File: src/hdl/acc_pkg.sv
// Constants and types shared by the converter control block.
package acc_pkg;
  localparam int          CLK_MHZ     = 100;
  localparam int          SETUP_NS    = 4000;
  localparam int          SETUP_CYC   = (SETUP_NS * CLK_MHZ + 999) / 1000;
  localparam int          SETUP_W     = $clog2(SETUP_CYC + 1);
  localparam int          TOTAL_NS    = 20000;
  localparam int          TOTAL_CYC   = TOTAL_NS * CLK_MHZ / 1000;
  localparam int          CONV_CLKS   = 11;
  localparam int          CNV_W       = 4;
  localparam int          N_CHAN      = 8;
  localparam int          CH_W        = 3;
  localparam int          PRS_W       = 5;
  localparam int          DIV_W       = 7;
  localparam int          RES_W       = 10;
  localparam int          AIN_W       = 12;
  localparam int          OTH_W       = 8;
  localparam int          REG_W       = 8;
  localparam int          LOW_BITS    = 2;
  localparam int          DIV_STD     = 4;
  localparam int          DIV_X2      = 2;
  localparam logic [9:0]  RES_FULL    = 10'h3FF;
  localparam logic [9:0]  RES_ZERO    = 10'h000;
  localparam logic [9:0]  STD_MASK    = 10'h3FC;
  localparam logic [7:0]  REG_RESET   = 8'h00;

  typedef enum logic [1:0] {ACC_IDLE, ACC_SETUP, ACC_CONV} acc_state_t;
endpackage : acc_pkg

File: src/hdl/acc_clkdiv.sv
// Converter clock prescaler producing one tick per converter clock period.
`timescale 1ns/1ps
module acc_clkdiv
  import acc_pkg::*;
(
  // Clock and reset.
  input  wire logic             sys_clk,
  input  wire logic             rst_b,
  // Control.
  input  wire logic             run,
  input  wire logic [PRS_W-1:0] prescale_value,
  input  wire logic             double_speed,
  // Tick out.
  output logic                  tick
);
  typedef struct packed {
    logic [DIV_W-1:0] cnt;
    logic             tick;
  } acc_div_t;

  acc_div_t         st_r;
  acc_div_t         st_nxt;
  logic [DIV_W-1:0] period;

  // A zero prescale is treated as one so the converter clock never stops.
  always_comb begin
    period = DIV_W'(prescale_value == '0 ? 1 : prescale_value) *
             DIV_W'(double_speed ? DIV_X2 : DIV_STD);
    st_nxt      = st_r;
    st_nxt.tick = 1'b0;
    if (!run) begin
      st_nxt.cnt = '0;
    end else if (st_r.cnt >= period - DIV_W'(1)) begin
      st_nxt.cnt  = '0;
      st_nxt.tick = 1'b1;
    end else begin
      st_nxt.cnt = st_r.cnt + DIV_W'(1);
    end
  end

  always_ff @(posedge sys_clk or negedge rst_b) begin
    if (!rst_b) begin
      st_r <= '0;
    end else begin
      st_r <= st_nxt;
    end
  end

  assign tick = st_r.tick;
endmodule : acc_clkdiv

File: src/hdl/acc_sync2.sv
// Two-flop synchroniser for a word that the analog front end holds steady.
`timescale 1ns/1ps
module acc_sync2
  import acc_pkg::*;
#(
  parameter int W = AIN_W
) (
  // Clock and reset.
  input  wire logic         sys_clk,
  input  wire logic         rst_b,
  // Data.
  input  wire logic [W-1:0] d_in,
  output logic      [W-1:0] d_out
);
  typedef struct packed {
    logic [W-1:0] s1;
    logic [W-1:0] s2;
  } acc_sync_t;

  acc_sync_t st_r;
  acc_sync_t st_nxt;

  always_comb begin
    st_nxt    = st_r;
    st_nxt.s1 = d_in;
    st_nxt.s2 = st_r.s1;
  end

  always_ff @(posedge sys_clk or negedge rst_b) begin
    if (!rst_b) begin
      st_r <= '0;
    end else begin
      st_r <= st_nxt;
    end
  end

  assign d_out = st_r.s2;
endmodule : acc_sync2

File: src/hdl/acc_top.sv
// Conversion control for the eight-input analog-to-digital converter.
`timescale 1ns/1ps
module acc_top
  import acc_pkg::*;
(
  // Clock and reset.
  input  wire logic             sys_clk,
  input  wire logic             rst_b,
  // Software control bits.
  input  wire logic             sw_start_set,
  input  wire logic             sw_done_clear,
  input  wire logic             converter_enable,
  input  wire logic             quiet_convert_select,
  input  wire logic [CH_W-1:0]  channel_select,
  input  wire logic             done_irq_enable,
  input  wire logic [PRS_W-1:0] prescale_value,
  input  wire logic             double_speed,
  input  wire logic [REG_W-1:0] analog_pin_config,
  // Other interrupt sources of the chip.
  input  wire logic [OTH_W-1:0] other_irq_req,
  // Analog front end.
  input  wire logic [AIN_W-1:0] selected_analog_input,
  // Status and results.
  output logic                  start_busy_bit_r,
  output logic                  conv_done_flag_r,
  output logic                  adc_irq_r,
  output logic [REG_W-1:0]      result_high_reg_r,
  output logic [REG_W-1:0]      result_low_reg_r,
  // Analog and pin control.
  output logic [CH_W-1:0]       mux_select_r,
  output logic                  analog_standby_r,
  output logic [REG_W-1:0]      pin_analog_r,
  // Processor control.
  output logic                  cpu_halt_r,
  output logic [OTH_W-1:0]      other_irq_out_r
);
  // Width of the busy-time counter, sized for the nominal conversion time.
  localparam int TOT_W = $clog2(TOTAL_CYC + 1);

  typedef struct packed {
    acc_state_t         st;
    logic               busy;
    logic               done;
    logic               irq;
    logic               prec;
    logic               halt;
    logic               standby;
    logic [CH_W-1:0]    mux;
    logic [REG_W-1:0]   pin;
    logic [REG_W-1:0]   res_h;
    logic [REG_W-1:0]   res_l;
    logic [SETUP_W-1:0] scnt;
    logic [CNV_W-1:0]   tcnt;
    logic [OTH_W-1:0]   pend;
    logic [OTH_W-1:0]   oirq;
    logic [TOT_W-1:0]   bcnt;
  } acc_ctl_t;

  acc_ctl_t         st_r;
  acc_ctl_t         st_nxt;
  logic             tick;
  logic [AIN_W-1:0] ain_sync;
  logic             finish;
  logic [RES_W-1:0] conv_val;

  // The front end holds its word steady through the conversion, so a
  // plain two-flop pass per bit is enough here.
  acc_sync2 #(
    .W (AIN_W)
  ) u_sync (
    .sys_clk (sys_clk),
    .rst_b   (rst_b),
    .d_in    (selected_analog_input),
    .d_out   (ain_sync)
  );

  acc_clkdiv u_div (
    .sys_clk        (sys_clk),
    .rst_b          (rst_b),
    .run            (st_r.st == ACC_CONV),
    .prescale_value (prescale_value),
    .double_speed   (double_speed),
    .tick           (tick)
  );

  // The front end word is signed so that levels beyond either rail show.
  function automatic logic [RES_W-1:0] clamp_code(input logic [AIN_W-1:0] a);
    logic signed [AIN_W-1:0] s;
    s = signed'(a);
    if (s < 0) begin
      clamp_code = RES_ZERO;
    end else if (s > signed'(AIN_W'(RES_FULL))) begin
      clamp_code = RES_FULL;
    end else begin
      clamp_code = a[RES_W-1:0];
    end
  endfunction : clamp_code

  always_comb begin
    st_nxt  = st_r;
    finish  = 1'b0;
    conv_val = clamp_code(ain_sync);
    if (!st_r.prec) begin
      conv_val = conv_val & STD_MASK;
    end
    st_nxt.standby = !converter_enable;
    st_nxt.pin     = analog_pin_config;

    unique case (st_r.st)
      ACC_IDLE: begin
        // Start is taken only when enabled and idle.
        if (sw_start_set && converter_enable) begin
          st_nxt.st   = ACC_SETUP;
          st_nxt.busy = 1'b1;
          st_nxt.mux  = channel_select;
          st_nxt.prec = quiet_convert_select;
          st_nxt.halt = quiet_convert_select;
          st_nxt.scnt = '0;
          st_nxt.tcnt = '0;
        end
      end
      ACC_SETUP: begin
        if (st_r.scnt == SETUP_W'(SETUP_CYC - 1)) begin
          st_nxt.st = ACC_CONV;
        end else begin
          st_nxt.scnt = st_r.scnt + SETUP_W'(1);
        end
      end
      ACC_CONV: begin
        if (tick) begin
          if (st_r.tcnt == CNV_W'(CONV_CLKS - 1)) begin
            finish = 1'b1;
          end else begin
            st_nxt.tcnt = st_r.tcnt + CNV_W'(1);
          end
        end
      end
    endcase

    // Dropping the enable aborts a running conversion without a result.
    if (!converter_enable && st_r.st != ACC_IDLE) begin
      st_nxt.st   = ACC_IDLE;
      st_nxt.busy = 1'b0;
      st_nxt.halt = 1'b0;
      finish      = 1'b0;
    end
    if (finish) begin
      st_nxt.st    = ACC_IDLE;
      st_nxt.busy  = 1'b0;
      st_nxt.halt  = 1'b0;
      st_nxt.res_h = conv_val[RES_W-1:LOW_BITS];
      st_nxt.res_l = {{(REG_W - LOW_BITS){1'b0}}, conv_val[LOW_BITS-1:0]};
    end

    // A completion in the same cycle as a clear keeps the flag set.
    st_nxt.done = (st_r.done && !sw_done_clear) || finish;
    st_nxt.irq  = st_nxt.done && done_irq_enable;

    // Busy cycles are counted only so that the nominal conversion time can be watched.
    st_nxt.bcnt = st_nxt.busy ? st_r.bcnt + TOT_W'(1) : '0;

    // Other requests wait while the processor is halted.
    if (st_nxt.halt) begin
      st_nxt.pend = st_r.pend | other_irq_req;
      st_nxt.oirq = '0;
    end else begin
      st_nxt.pend = '0;
      st_nxt.oirq = st_r.pend | other_irq_req;
    end
  end

  always_ff @(posedge sys_clk or negedge rst_b) begin
    if (!rst_b) begin
      st_r       <= '0;
      st_r.st    <= ACC_IDLE;
      st_r.res_h <= REG_RESET;
      st_r.res_l <= REG_RESET;
    end else begin
      st_r <= st_nxt;
    end
  end

  assign start_busy_bit_r  = st_r.busy;
  assign conv_done_flag_r  = st_r.done;
  assign adc_irq_r         = st_r.irq;
  assign result_high_reg_r = st_r.res_h;
  assign result_low_reg_r  = st_r.res_l;
  assign mux_select_r      = st_r.mux;
  assign analog_standby_r  = st_r.standby;
  assign pin_analog_r      = st_r.pin;
  assign cpu_halt_r        = st_r.halt;
  assign other_irq_out_r   = st_r.oirq;

  localparam int SETUP_MIN = SETUP_CYC;
endmodule : acc_top
File: config.mk
export PLATFORM = sky130hd
export DESIGN_NAME = acc_top
export DESIGN_NICKNAME = d
export VERILOG_FILES = /design/src/hdl/acc_pkg.sv /design/src/hdl/acc_clkdiv.sv /design/src/hdl/acc_sync2.sv /design/src/hdl/acc_top.sv
export SDC_FILE = /design/constraint.sdc
export NUM_CORES = 1
export LEC_CHECK = 0
export CAP_MARGIN = 20
export CORE_MARGIN = 10
export CORE_UTILIZATION = 48
export DETAILED_ROUTE_END_ITERATION = 8
export DONT_BUFFER_PORTS = 1
export MAX_ROUTING_LAYER = met4
export PLACE_DENSITY = 0.65
export SYNTH_ARGS = -nofsm -noshare
export SYNTH_HDL_FRONTEND = slang
export SYNTH_HIERARCHICAL = 1
export SYNTH_SLANG_ARGS = --single-unit
File: constraint.sdc
create_clock -name sys_clk -period 1.7 [get_ports sys_clk]
set_input_delay 0.255 -clock sys_clk [delete_from_list [all_inputs] [get_ports sys_clk]]
set_output_delay 0.255 -clock sys_clk [all_outputs]
set_load 0.02 [all_outputs]
==> reports/results.txt, run 1 <==
status: finished, violations left
failing checks: hold timing, setup timing
Clock Latency Late Sink: 0.34 ns
cells after synthesis: 354
global-route usage over all layers: 12.8%
row cnt: 33
Achievable Freq: 437 MHz
Area contributors post-synth: dfrtp_1 57%, buf_4 6.6%, ha_1 5.4%
Setup CP Type: in2reg
CP Launch Type: input port
crit path DAT: 2.56 ns
worst hold slack: -0.406 ns
Lkg Pwr: 2.04 nW
Mean Syn Cell Area: 11.2 µm²
first-pass GRT wire length: 12,600 µm
Total Power: 4.58 mW
Most common cell on crit path: nor3_2
I/O pins: 84
Max stage delay on crit path: 0.45 ns
antenna viol nets, final: 0
Layout Nets: 423
share of power burned in combinational logic: 10.0%
commonest register cell after synthesis: dfrtp_1
critical-path maximum fanout: 7
Slew Viols, Final: 0
unrepaired setup endpoints after global routing: true
Post-synth ARST share: 100%
Area Overhead vs Synth: 12.4%
Iteration-0 DRC Markers: 97
via count: 2,403
Die Ht: 111 µm
worst hold path type: in2async
die area: 0.0123 mm²
Post-synth EDFFs: 0
Post-Route WL: 7470 µm
VDD IR max: 0.000539 V
Critical Path RT: 1.97 ns
Core Area: 0.00809 mm²
antenna violations before repair: 0
Setup crit end kind: register
Synth top area share: 57.0%
fin crit share: 135%
Crit-path slowest cell: fa_2
Mapped Area: 0.00395 mm²
fin util: 54.9%
CP Buf/Inv Count: 2
PnR worst setup slack: -0.591 ns
Net Sw Power: 1.18 mW
DRC viols: 0
Design Area, Final: 0.00444 mm²
# H-tree levels: 3
Final Hold Fails: 90
layout cells sized above 1: 14.8%
Sum Neg Setup Slack: -4.66 ns
Clock Pin Slew Worst Setup and Hold Paths: 0.09 ns
Synthesis Warnings: 6
vias in the first global route: 2,430
Pint: 3.40 mW
n_diodes: 0
CTS Buf Count: 9
CTS sink cnt: 90
pwr/cell area: 1030 mW/mm²
largest net degree at the start of global routing: 91
Initial Util: 48.8%
Synth cell types: 51
grt total ovfl: 0
RePlAce Congestion: 0.783
via/cell ratio: 5.10
Clock Path Buffers: 2
Clock power frac: 35.8%
Seq pwr share: 54.2%
Cell Area, Placed: 0.00388 mm²
IO buf count: 0
Yosys top cell by area: dfrtp_1
hpwl dp: 5160 µm
Final Critical Period: 2.29 ns
FF+latch count, synth: 90
final setup vio count: 8
Pre-Repair DR Iteration Count: 4
CP delay by family, top: adder cells
Die X-Extent: 111 µm
routed length per placed instance: 15.9 µm
Max-cap violations: 0
clock skew after layout: 0.00727 ns
CTS tree: done
hold buffers post-CTS: 25
Sw Ratio: 25.8%
register area share after synthesis: 57.0%
critical path cell sequence: nor4_4, nor3_2, a21oi_1, ha_1, ha_2, inv_2, fa_2, ha_4, a21oi_2, o211ai_1, buf_4, nor3_2
root buffer cell: clkbuf_8
## cell families (layout without fill, tap and decap cells)
kind of cell | count (synthesis) | count (layout) | share of synthesized area (%)
AOI/OAI and AO/OA | 48 | 48 | 8.33
DFF | 90 | 90 | 57.0
xor gates and xnor gates | 13 | 13 | 2.88
and+or+nand+nor | 122 | 122 | 15.6
adders and majority gates | 18 | 18 | 5.89
other | 1 | 6 | 0.0949
buffers and inverters | 59 | 66 | 9.44
muxes | 3 | 3 | 0.792
## cells in the mapped netlist (all sizes together) (2+ instances only)
library cell / number
nor2: 44
nor3: 6
nor2b: 2
a21oi: 10
xnor2: 6
ha: 17
nand3: 6
o31ai: 12
dfrtp: 90
xor2: 7
a211oi: 4
buf: 43
nor3b: 2
nand3b: 4
o21a: 2
inv: 16
nor4: 2
nand2: 38
nand2b: 2
nand4bb: 2
and3: 2
o211ai: 2
or3: 2
nand4: 3
and2: 2
mux2i: 2
a21o: 2
o21ai: 11
## worst paths after layout
kind / slack, ns / start / to / cells past startpoint
max: -0.59 / prescale_value[2] / u_div/st_r[5] / 12
min: -0.41 / rst_b / u_sync/d_out[6] / 0
max reg2reg: 0.15 / st_r[73] / adc_irq_r / 4
min reg2reg: 0.35 / u_sync/st_nxt[7] / u_sync/d_out[7] / 0
max in group asynchronous: 1.99 / rst_b / u_div/st_r[5] / 0
min in group sys_clk: 0.02 / converter_enable / analog_standby_r / 1
## layer usage
| metal | share of wire [%] | GRT usage (%) | up-vias |
|---|---|---|---|
| met3 | 5.9 | 4.82 | 6 |
| met4 | 0.96 | 3.47 | 0 |
| met1 | 42 | 14.2 | 1182 |
| met2 | 52 | 21.3 | 54 |
| li1 | - | - | 1161 |
| met5 | 0 | - | - |
## final cells by class
| cell class | instances | area (µm²) |
|---|---|---|
| Clock buffer | 10 | 138 |
| Clock inverter | 6 | 96.3 |
| Fill cell | 688 | 3650 |
| Inverter | 16 | 60.1 |
| Multi-Input combinational cell | 210 | 1440 |
| Sequential cell | 90 | 2250 |
| Tap cell | 105 | 131 |
| Timing Repair Buffer | 34 | 322 |
## power groups by stage
stage | registers, mW | logic (mW) | clock network [mW]
2_1_floorplan | 2.40 | 0.498 | 0
3_3_place_gp | 2.52 | 0.382 | 0
3_5_place_dp | 2.53 | 0.401 | 0
4_1_cts | 2.49 | 0.461 | 1.71
5_1_grt | 2.51 | 0.523 | 1.78
6_report | 2.48 | 0.456 | 1.64
## cell usage in the layout (no fill, tap or decap), types with 6 or more instances in the layout
cell,count
xnor2_1,6
inv_1,14
nand2_1,38
a21oi_1,6
clkbuf_8,10
o21ai_0,9
nor2_1,44
ha_1,15
conb_1,6
xor2_1,7
dlygate4sd3_1,25
buf_4,8
o31ai_1,12
dfrtp_1,89
## flip-flops by register name (all words and copies together), names as in the netlist
register	flops
st_r	24
result_low_reg_r	2
u_sync/d_out	12
adc_irq_r	1
result_high_reg_r	8
u_div/st_r	7
u_sync/st_nxt	12
mux_select_r	3
u_div/tick	1
conv_done_flag_r	1
start_busy_bit_r	1
cpu_halt_r	1
pin_analog_r	8
other_irq_out_r	8
analog_standby_r	1
## per-stage QoR
stage	cells	hold slack, ns	worst slack, ns
after floorplan	359	-0.0406	-0.891
after global placement	428	-0.0376	-0.967
after detailed placement	428	-0.0378	-1.03
after CTS	471	-0.430	-0.529
after global routing	471	-0.443	-0.748
final	471	-0.406	-0.591
## timing repair
item / in CTS / in global routing
pin swaps: 10 / 6
hold endpoints to repair: 115 / 90
setup endpoints to repair: 8 / 24
cloned: 0 / 0
gates resized for setup: 7 / 5
buffers inserted: 2 / 0
Note: power is estimated with default switching activity, not from simulation.
==> run 2, diff against run 1 <==
CTS_CLUSTER_DIAMETER = 50   (was not set)
GPL_ROUTABILITY_DRIVEN = 0   (was not set)
PLACE_DENSITY = 0.6   (was 0.65)
==> reports/results.txt, run 2 (synthesized netlist as in run 1, its figures left out) <==
layout cells sized above 1: 14.5%
Max stage delay on crit path: 0.33 ns
hpwl dp: 5120 µm
Die X-Extent: 111 µm
largest net degree at the start of global routing: 91
grt total ovfl: 0
first-pass GRT wire length: 12,200 µm
Initial Util: 48.8%
Clock Path Buffers: 2
Total Power: 4.50 mW
global-route usage over all layers: 12.4%
CP Launch Type: input port
crit path DAT: 2.53 ns
fin crit share: 135%
CTS Buf Count: 9
CP Buf/Inv Count: 2
Final Hold Fails: 90
via/cell ratio: 5.07
Core Area: 0.00809 mm²
row cnt: 33
Achievable Freq: 437 MHz
die area: 0.0123 mm²
clock skew after layout: 0.0103 ns
pwr/cell area: 1020 mW/mm²
CP delay by family, top: adder cells
VDD IR max: 0.000466 V
failing checks: hold timing, setup timing
final setup vio count: 8
critical-path maximum fanout: 8
antenna violations before repair: 0
Setup CP Type: in2reg
Design Area, Final: 0.00441 mm²
Iteration-0 DRC Markers: 82
IO buf count: 0
CTS tree: done
routed length per placed instance: 15.9 µm
Biggest register: st_r
antenna viol nets, final: 0
Sum Neg Setup Slack: -4.60 ns
Setup crit end kind: register
Die Ht: 111 µm
Area Overhead vs Synth: 11.7%
critical path cell sequence: nor4_4, buf_4, o21a_1, ha_2, ha_4, inv_2, fa_2, xor2_1, ha_1, nand4_1, a21oi_4, nor3_1
PnR worst setup slack: -0.588 ns
Pre-Repair DR Iteration Count: 4
DRC viols: 0
max FFs per register: 24
Cell Area, Placed: 0.00389 mm²
CTS sink cnt: 90
Slew Viols, Final: 0
hold buffers post-CTS: 24
unrepaired setup endpoints after global routing: true
Crit-path slowest cell: fa_2
status: finished, violations left
root buffer cell: clkbuf_8
Clock Pin Slew Worst Setup and Hold Paths: 0.10 ns
Critical Path RT: 1.94 ns
Max-cap violations: 0
I/O pins: 84
n_diodes: 0
Lkg Pwr: 2.04 nW
# H-tree levels: 3
vias in the first global route: 2,375
Final Critical Period: 2.29 ns
commonest cells after routing, fill and taps aside: 89 x dfrtp_1, 44 x nor2_1, 38 x nand2_1
worst hold slack: -0.428 ns
R2R setup slack: 0.14 ns
Layout Nets: 423
via count: 2,386
worst hold path type: in2async
Clock Latency Late Sink: 0.36 ns
Post-Route WL: 7490 µm
commonest non-fill, non-tap cell in the layout: dfrtp_1
==> run 2: worst reg2reg max path, cell delays in order (launching register included) <==
cell      delay [ns]
dfrtp_1         0.43
inv_1           0.06
ha_1            0.21
nand3b_1        0.15
nand3b_4        0.29
o21ai_0         0.15
and2_1          0.17
==> run 2: routing by layer <==
layer,GRT usage [%],vias to the layer above,part of all wire [%]
met5,-,-,0
met4,5.21,0,1.0
met3,5.19,7,8.7
met2,18.1,62,47
met1,14.8,1164,43
li1,-,1153,-
==> run 2: final timing paths <==
kind,start,cells after the start,to
setup / recovery,prescale_value[4],12,u_div/st_r[5]
hold reg to reg,u_sync/st_nxt[4],0,u_sync/d_out[4]
min in group sys_clk,quiet_convert_select,2,st_r[69]
setup reg to reg,st_r[27],6,adc_irq_r
max in group asynchronous,rst_b,0,st_r[74]
hold / removal,rst_b,0,u_sync/d_out[8]
==> run 2: what timing repair did <==
action	CTS	global route
endpoints found under the hold margin	114	90
resized for setup	4	5
setup buffers	0	2
setup endpoints to repair	8	11
pin swaps	3	2
==> run 2: cell type report <==
class	instances	area, µm²
repair buffers	34	315
clock buffers	10	138
clock inverters	6	82.6
fillers	712	3680
well taps	105	131
inverters	16	60.1
multi-input cells	210	1430
flip-flops and latches	90	2250
==> run 2: where the power goes <==
group	internal [mW]	leakage [nW]	switching [mW]
Combinational	0.225	0.787	0.241
Clock	0.752	0.108	0.803
Sequential	2.29	1.14	0.190
Total	3.27	2.04	1.23
==> run 2: metrics by stage <==
stage               worst slack [ns]  instances  util [%]
finish                        -0.588        471      54.5
global route                  -0.738        471      54.5
CTS                           -0.557        469      54.1
detailed placement             -1.04        429      48.1
global placement              -0.974        429      48.1
floorplan                     -0.891        359         -
==> run 3, diff against run 2 <==
ABC_AREA = 1   (was not set)
==> reports/results.txt, run 3 <==
Initial Util: 50.0%
CP Buf/Inv Count: 4
Clock power frac: 26.9%
Final Hold Fails: 90
first-pass GRT wire length: 12,900 µm
Synth Area in XOR/XNOR: 1.47%
unrepaired setup endpoints after global routing: true
Max stage delay on crit path: 0.32 ns
hold buffers post-CTS: 24
CTS sink cnt: 90
commonest register cell after synthesis: dfrtp_1
share of power burned in combinational logic: 18.7%
row cnt: 33
via/cell ratio: 4.74
non-filler instance count after layout: 552
R2R setup slack: 0.20 ns
Core Area: 0.00834 mm²
count leader, synth: nand2_1
Final Critical Period: 2.05 ns
Post-Route WL: 7590 µm
pwr/cell area: 1100 mW/mm²
Die X-Extent: 113 µm
Achievable Freq: 487 MHz
register area share after synthesis: 54.0%
Synth top area share: 54.0%
routed length per placed instance: 13.7 µm
complex-gate fraction of the synthesized area: 6.21%
Biggest register: st_r
Net Sw Power: 1.69 mW
Lkg Pwr: 2.23 nW
antenna violations before repair: 0
Area contributors post-synth: dfrtp_1 54%, nand2_1 8.6%, buf_4 6.3%
FF+latch count, synth: 90
Post-synth ARST share: 100%
Pint: 3.37 mW
Post-synth top cells: 95 x nand2_1, 90 x dfrtp_1, 41 x inv_1, 39 x nor2_1, 35 x buf_4
Slew Viols, Final: 0
status: finished, violations left
Die Ht: 113 µm
Post-synth EDFFs: 0
CP delay by family, top: adder cells
Max-cap violations: 0
commonest cells after routing, fill and taps aside: 90 x dfrtp_1, 89 x nand2_1, 38 x inv_1
antenna viol nets, final: 0
simple-gate share of the synthesized area: 20.7%
Clock Pin Slew Worst Setup and Hold Paths: 0.09 ns
grt total ovfl: 0
Clock Path Buffers: 2
Crit-path slowest cell: fa_2
# H-tree levels: 3
Iteration-0 DRC Markers: 96
critical path cell sequence: inv_2, nand3_2, nand2_1, nand2_1, o21ai_2, ha_1, ha_2, inv_2, fa_2, xor2_1, ha_1, nand2_2, inv_1, a21oi_4, buf_4, a21boi_2
die area: 0.0128 mm²
CTS tree: done
Synth cell types: 37
Clock Latency Late Sink: 0.35 ns
Setup crit end kind: register
Critical Path RT: 1.94 ns
clock skew after layout: 0.00657 ns
worst hold path type: in2async
Mean Syn Cell Area: 9.56 µm²
failing checks: hold timing, setup timing
CTS Buf Count: 9
fin util: 55.1%
n_diodes: 0
Pre-Repair DR Iteration Count: 4
crit path DAT: 2.29 ns
root buffer cell: clkbuf_8
largest net degree at the start of global routing: 91
critical-path maximum fanout: 2
vias in the first global route: 2,558
final setup vio count: 8
max FFs per register: 24
worst hold slack: -0.416 ns
IO buf count: 0
Layout Nets: 504
PnR worst setup slack: -0.353 ns
hpwl dp: 5380 µm
via count: 2,617
fin crit share: 121%
Seq pwr share: 54.5%
global-route usage over all layers: 12.6%
DRC viols: 0
Area Overhead vs Synth: 10.1%
CP Launch Type: input port
Synthesis Warnings: 6
Post-Synth Adder-Cell Area: 5.58%
VDD IR max: 0.000545 V
Mapped Area: 0.00417 mm²
I/O pins: 84
Setup CP Type: in2reg
Placed Cells: 511
cells after synthesis: 436
main combinational cell family by area after synthesis: simple AND/OR/NAND/NOR gates
Sw Ratio: 33.4%
Sum Neg Setup Slack: -2.70 ns
Yosys top cell by area: dfrtp_1
commonest non-fill, non-tap cell in the layout: dfrtp_1
layout cells sized above 1: 17.4%
share of synthesized area spent on multiplexers: 0%
-- run 3: cell count changes after synthesis, moves of 5 or more --
cell,delta
a21oi_1,-6
nand2_1,+57
nor2_2,+9
o31ai_1,-12
nand3_1,+19
inv_1,+26
nor2_1,-5
o21ai_1,+18
-- run 3: metrics by stage --
step	total power, mW	cell area, µm²	setup slack, ns	hold WS (ns)
3_3_place_gp	3.66	4100	-0.676	-0.0377
5_1_grt	5.39	4590	-0.475	-0.449
4_1_cts	5.12	4540	-0.303	-0.430
3_5_place_dp	3.69	4100	-0.719	-0.0373
6_report	5.06	4590	-0.353	-0.416
2_1_floorplan	3.62	4230	-0.585	-0.0406
-- run 3: worst paths after layout --
check / endpoint / from / cells after the start
worst max-delay path: u_div/tick / prescale_value[2] / 16
min in group sys_clk: adc_irq_r / done_irq_enable / 1
max in group asynchronous: other_irq_out_r[0] / rst_b / 0
worst min-delay path: result_high_reg_r[7] / rst_b / 0
worst max register to register: st_r[39] / st_r[31] / 6
worst min register to register: u_sync/d_out[7] / u_sync/st_nxt[7] / 0
-- run 3: power by group through the flow --
| stage | logic [mW] | clock network (mW) | registers, mW |
|---|---|---|---|
| finish | 0.944 | 1.36 | 2.75 |
| CTS | 0.942 | 1.41 | 2.76 |
| floorplan | 1.02 | 0 | 2.60 |
| detailed placement | 0.885 | 0 | 2.80 |
| global placement | 0.864 | 0 | 2.80 |
| global route | 1.09 | 1.50 | 2.79 |
-- run 3: kinds of logic (layout without fill, tap and decap cells) --
logic type               after synthesis  in the layout
buffers and inverters                 88             94
flip-flops                            90             90
adder cells (fa/ha/maj)               18             18
other                                  1              6
XOR/XNOR                               7              7
AND/OR/NAND/NOR                      188            188
AO/OA/AOI/OAI                         44             44
-- run 3: routing by layer --
layer  share of wire (%)  track usage [%]  vias to the layer above  wire, µm
li1                    -                -                     1339         -
met1                  43             14.8                     1217      3290
met2                  50             20.2                       50      3820
met3                 5.2             3.80                       11       392
met4                 1.3             4.57                        0        95
met5                   0                -                        -         0
-- run 3: repair_timing --
item,4_1_cts,5_1_grt
endpoints found under the setup margin,8,8
hold endpoints to repair,114,90
resized for setup,3,13
buffers inserted,0,1
pin swaps,9,6
-- run 3: cell type report --
| type | instances | area [µm²] |
|---|---|---|
| fillers | 758 | 3750 |
| flip-flops and latches | 90 | 2250 |
| clock inverters | 6 | 47.5 |
| clock buffers | 10 | 138 |
| inverters | 48 | 200 |
| multi-input cells | 263 | 1540 |
| repair buffers | 30 | 285 |
| well taps | 105 | 131 |
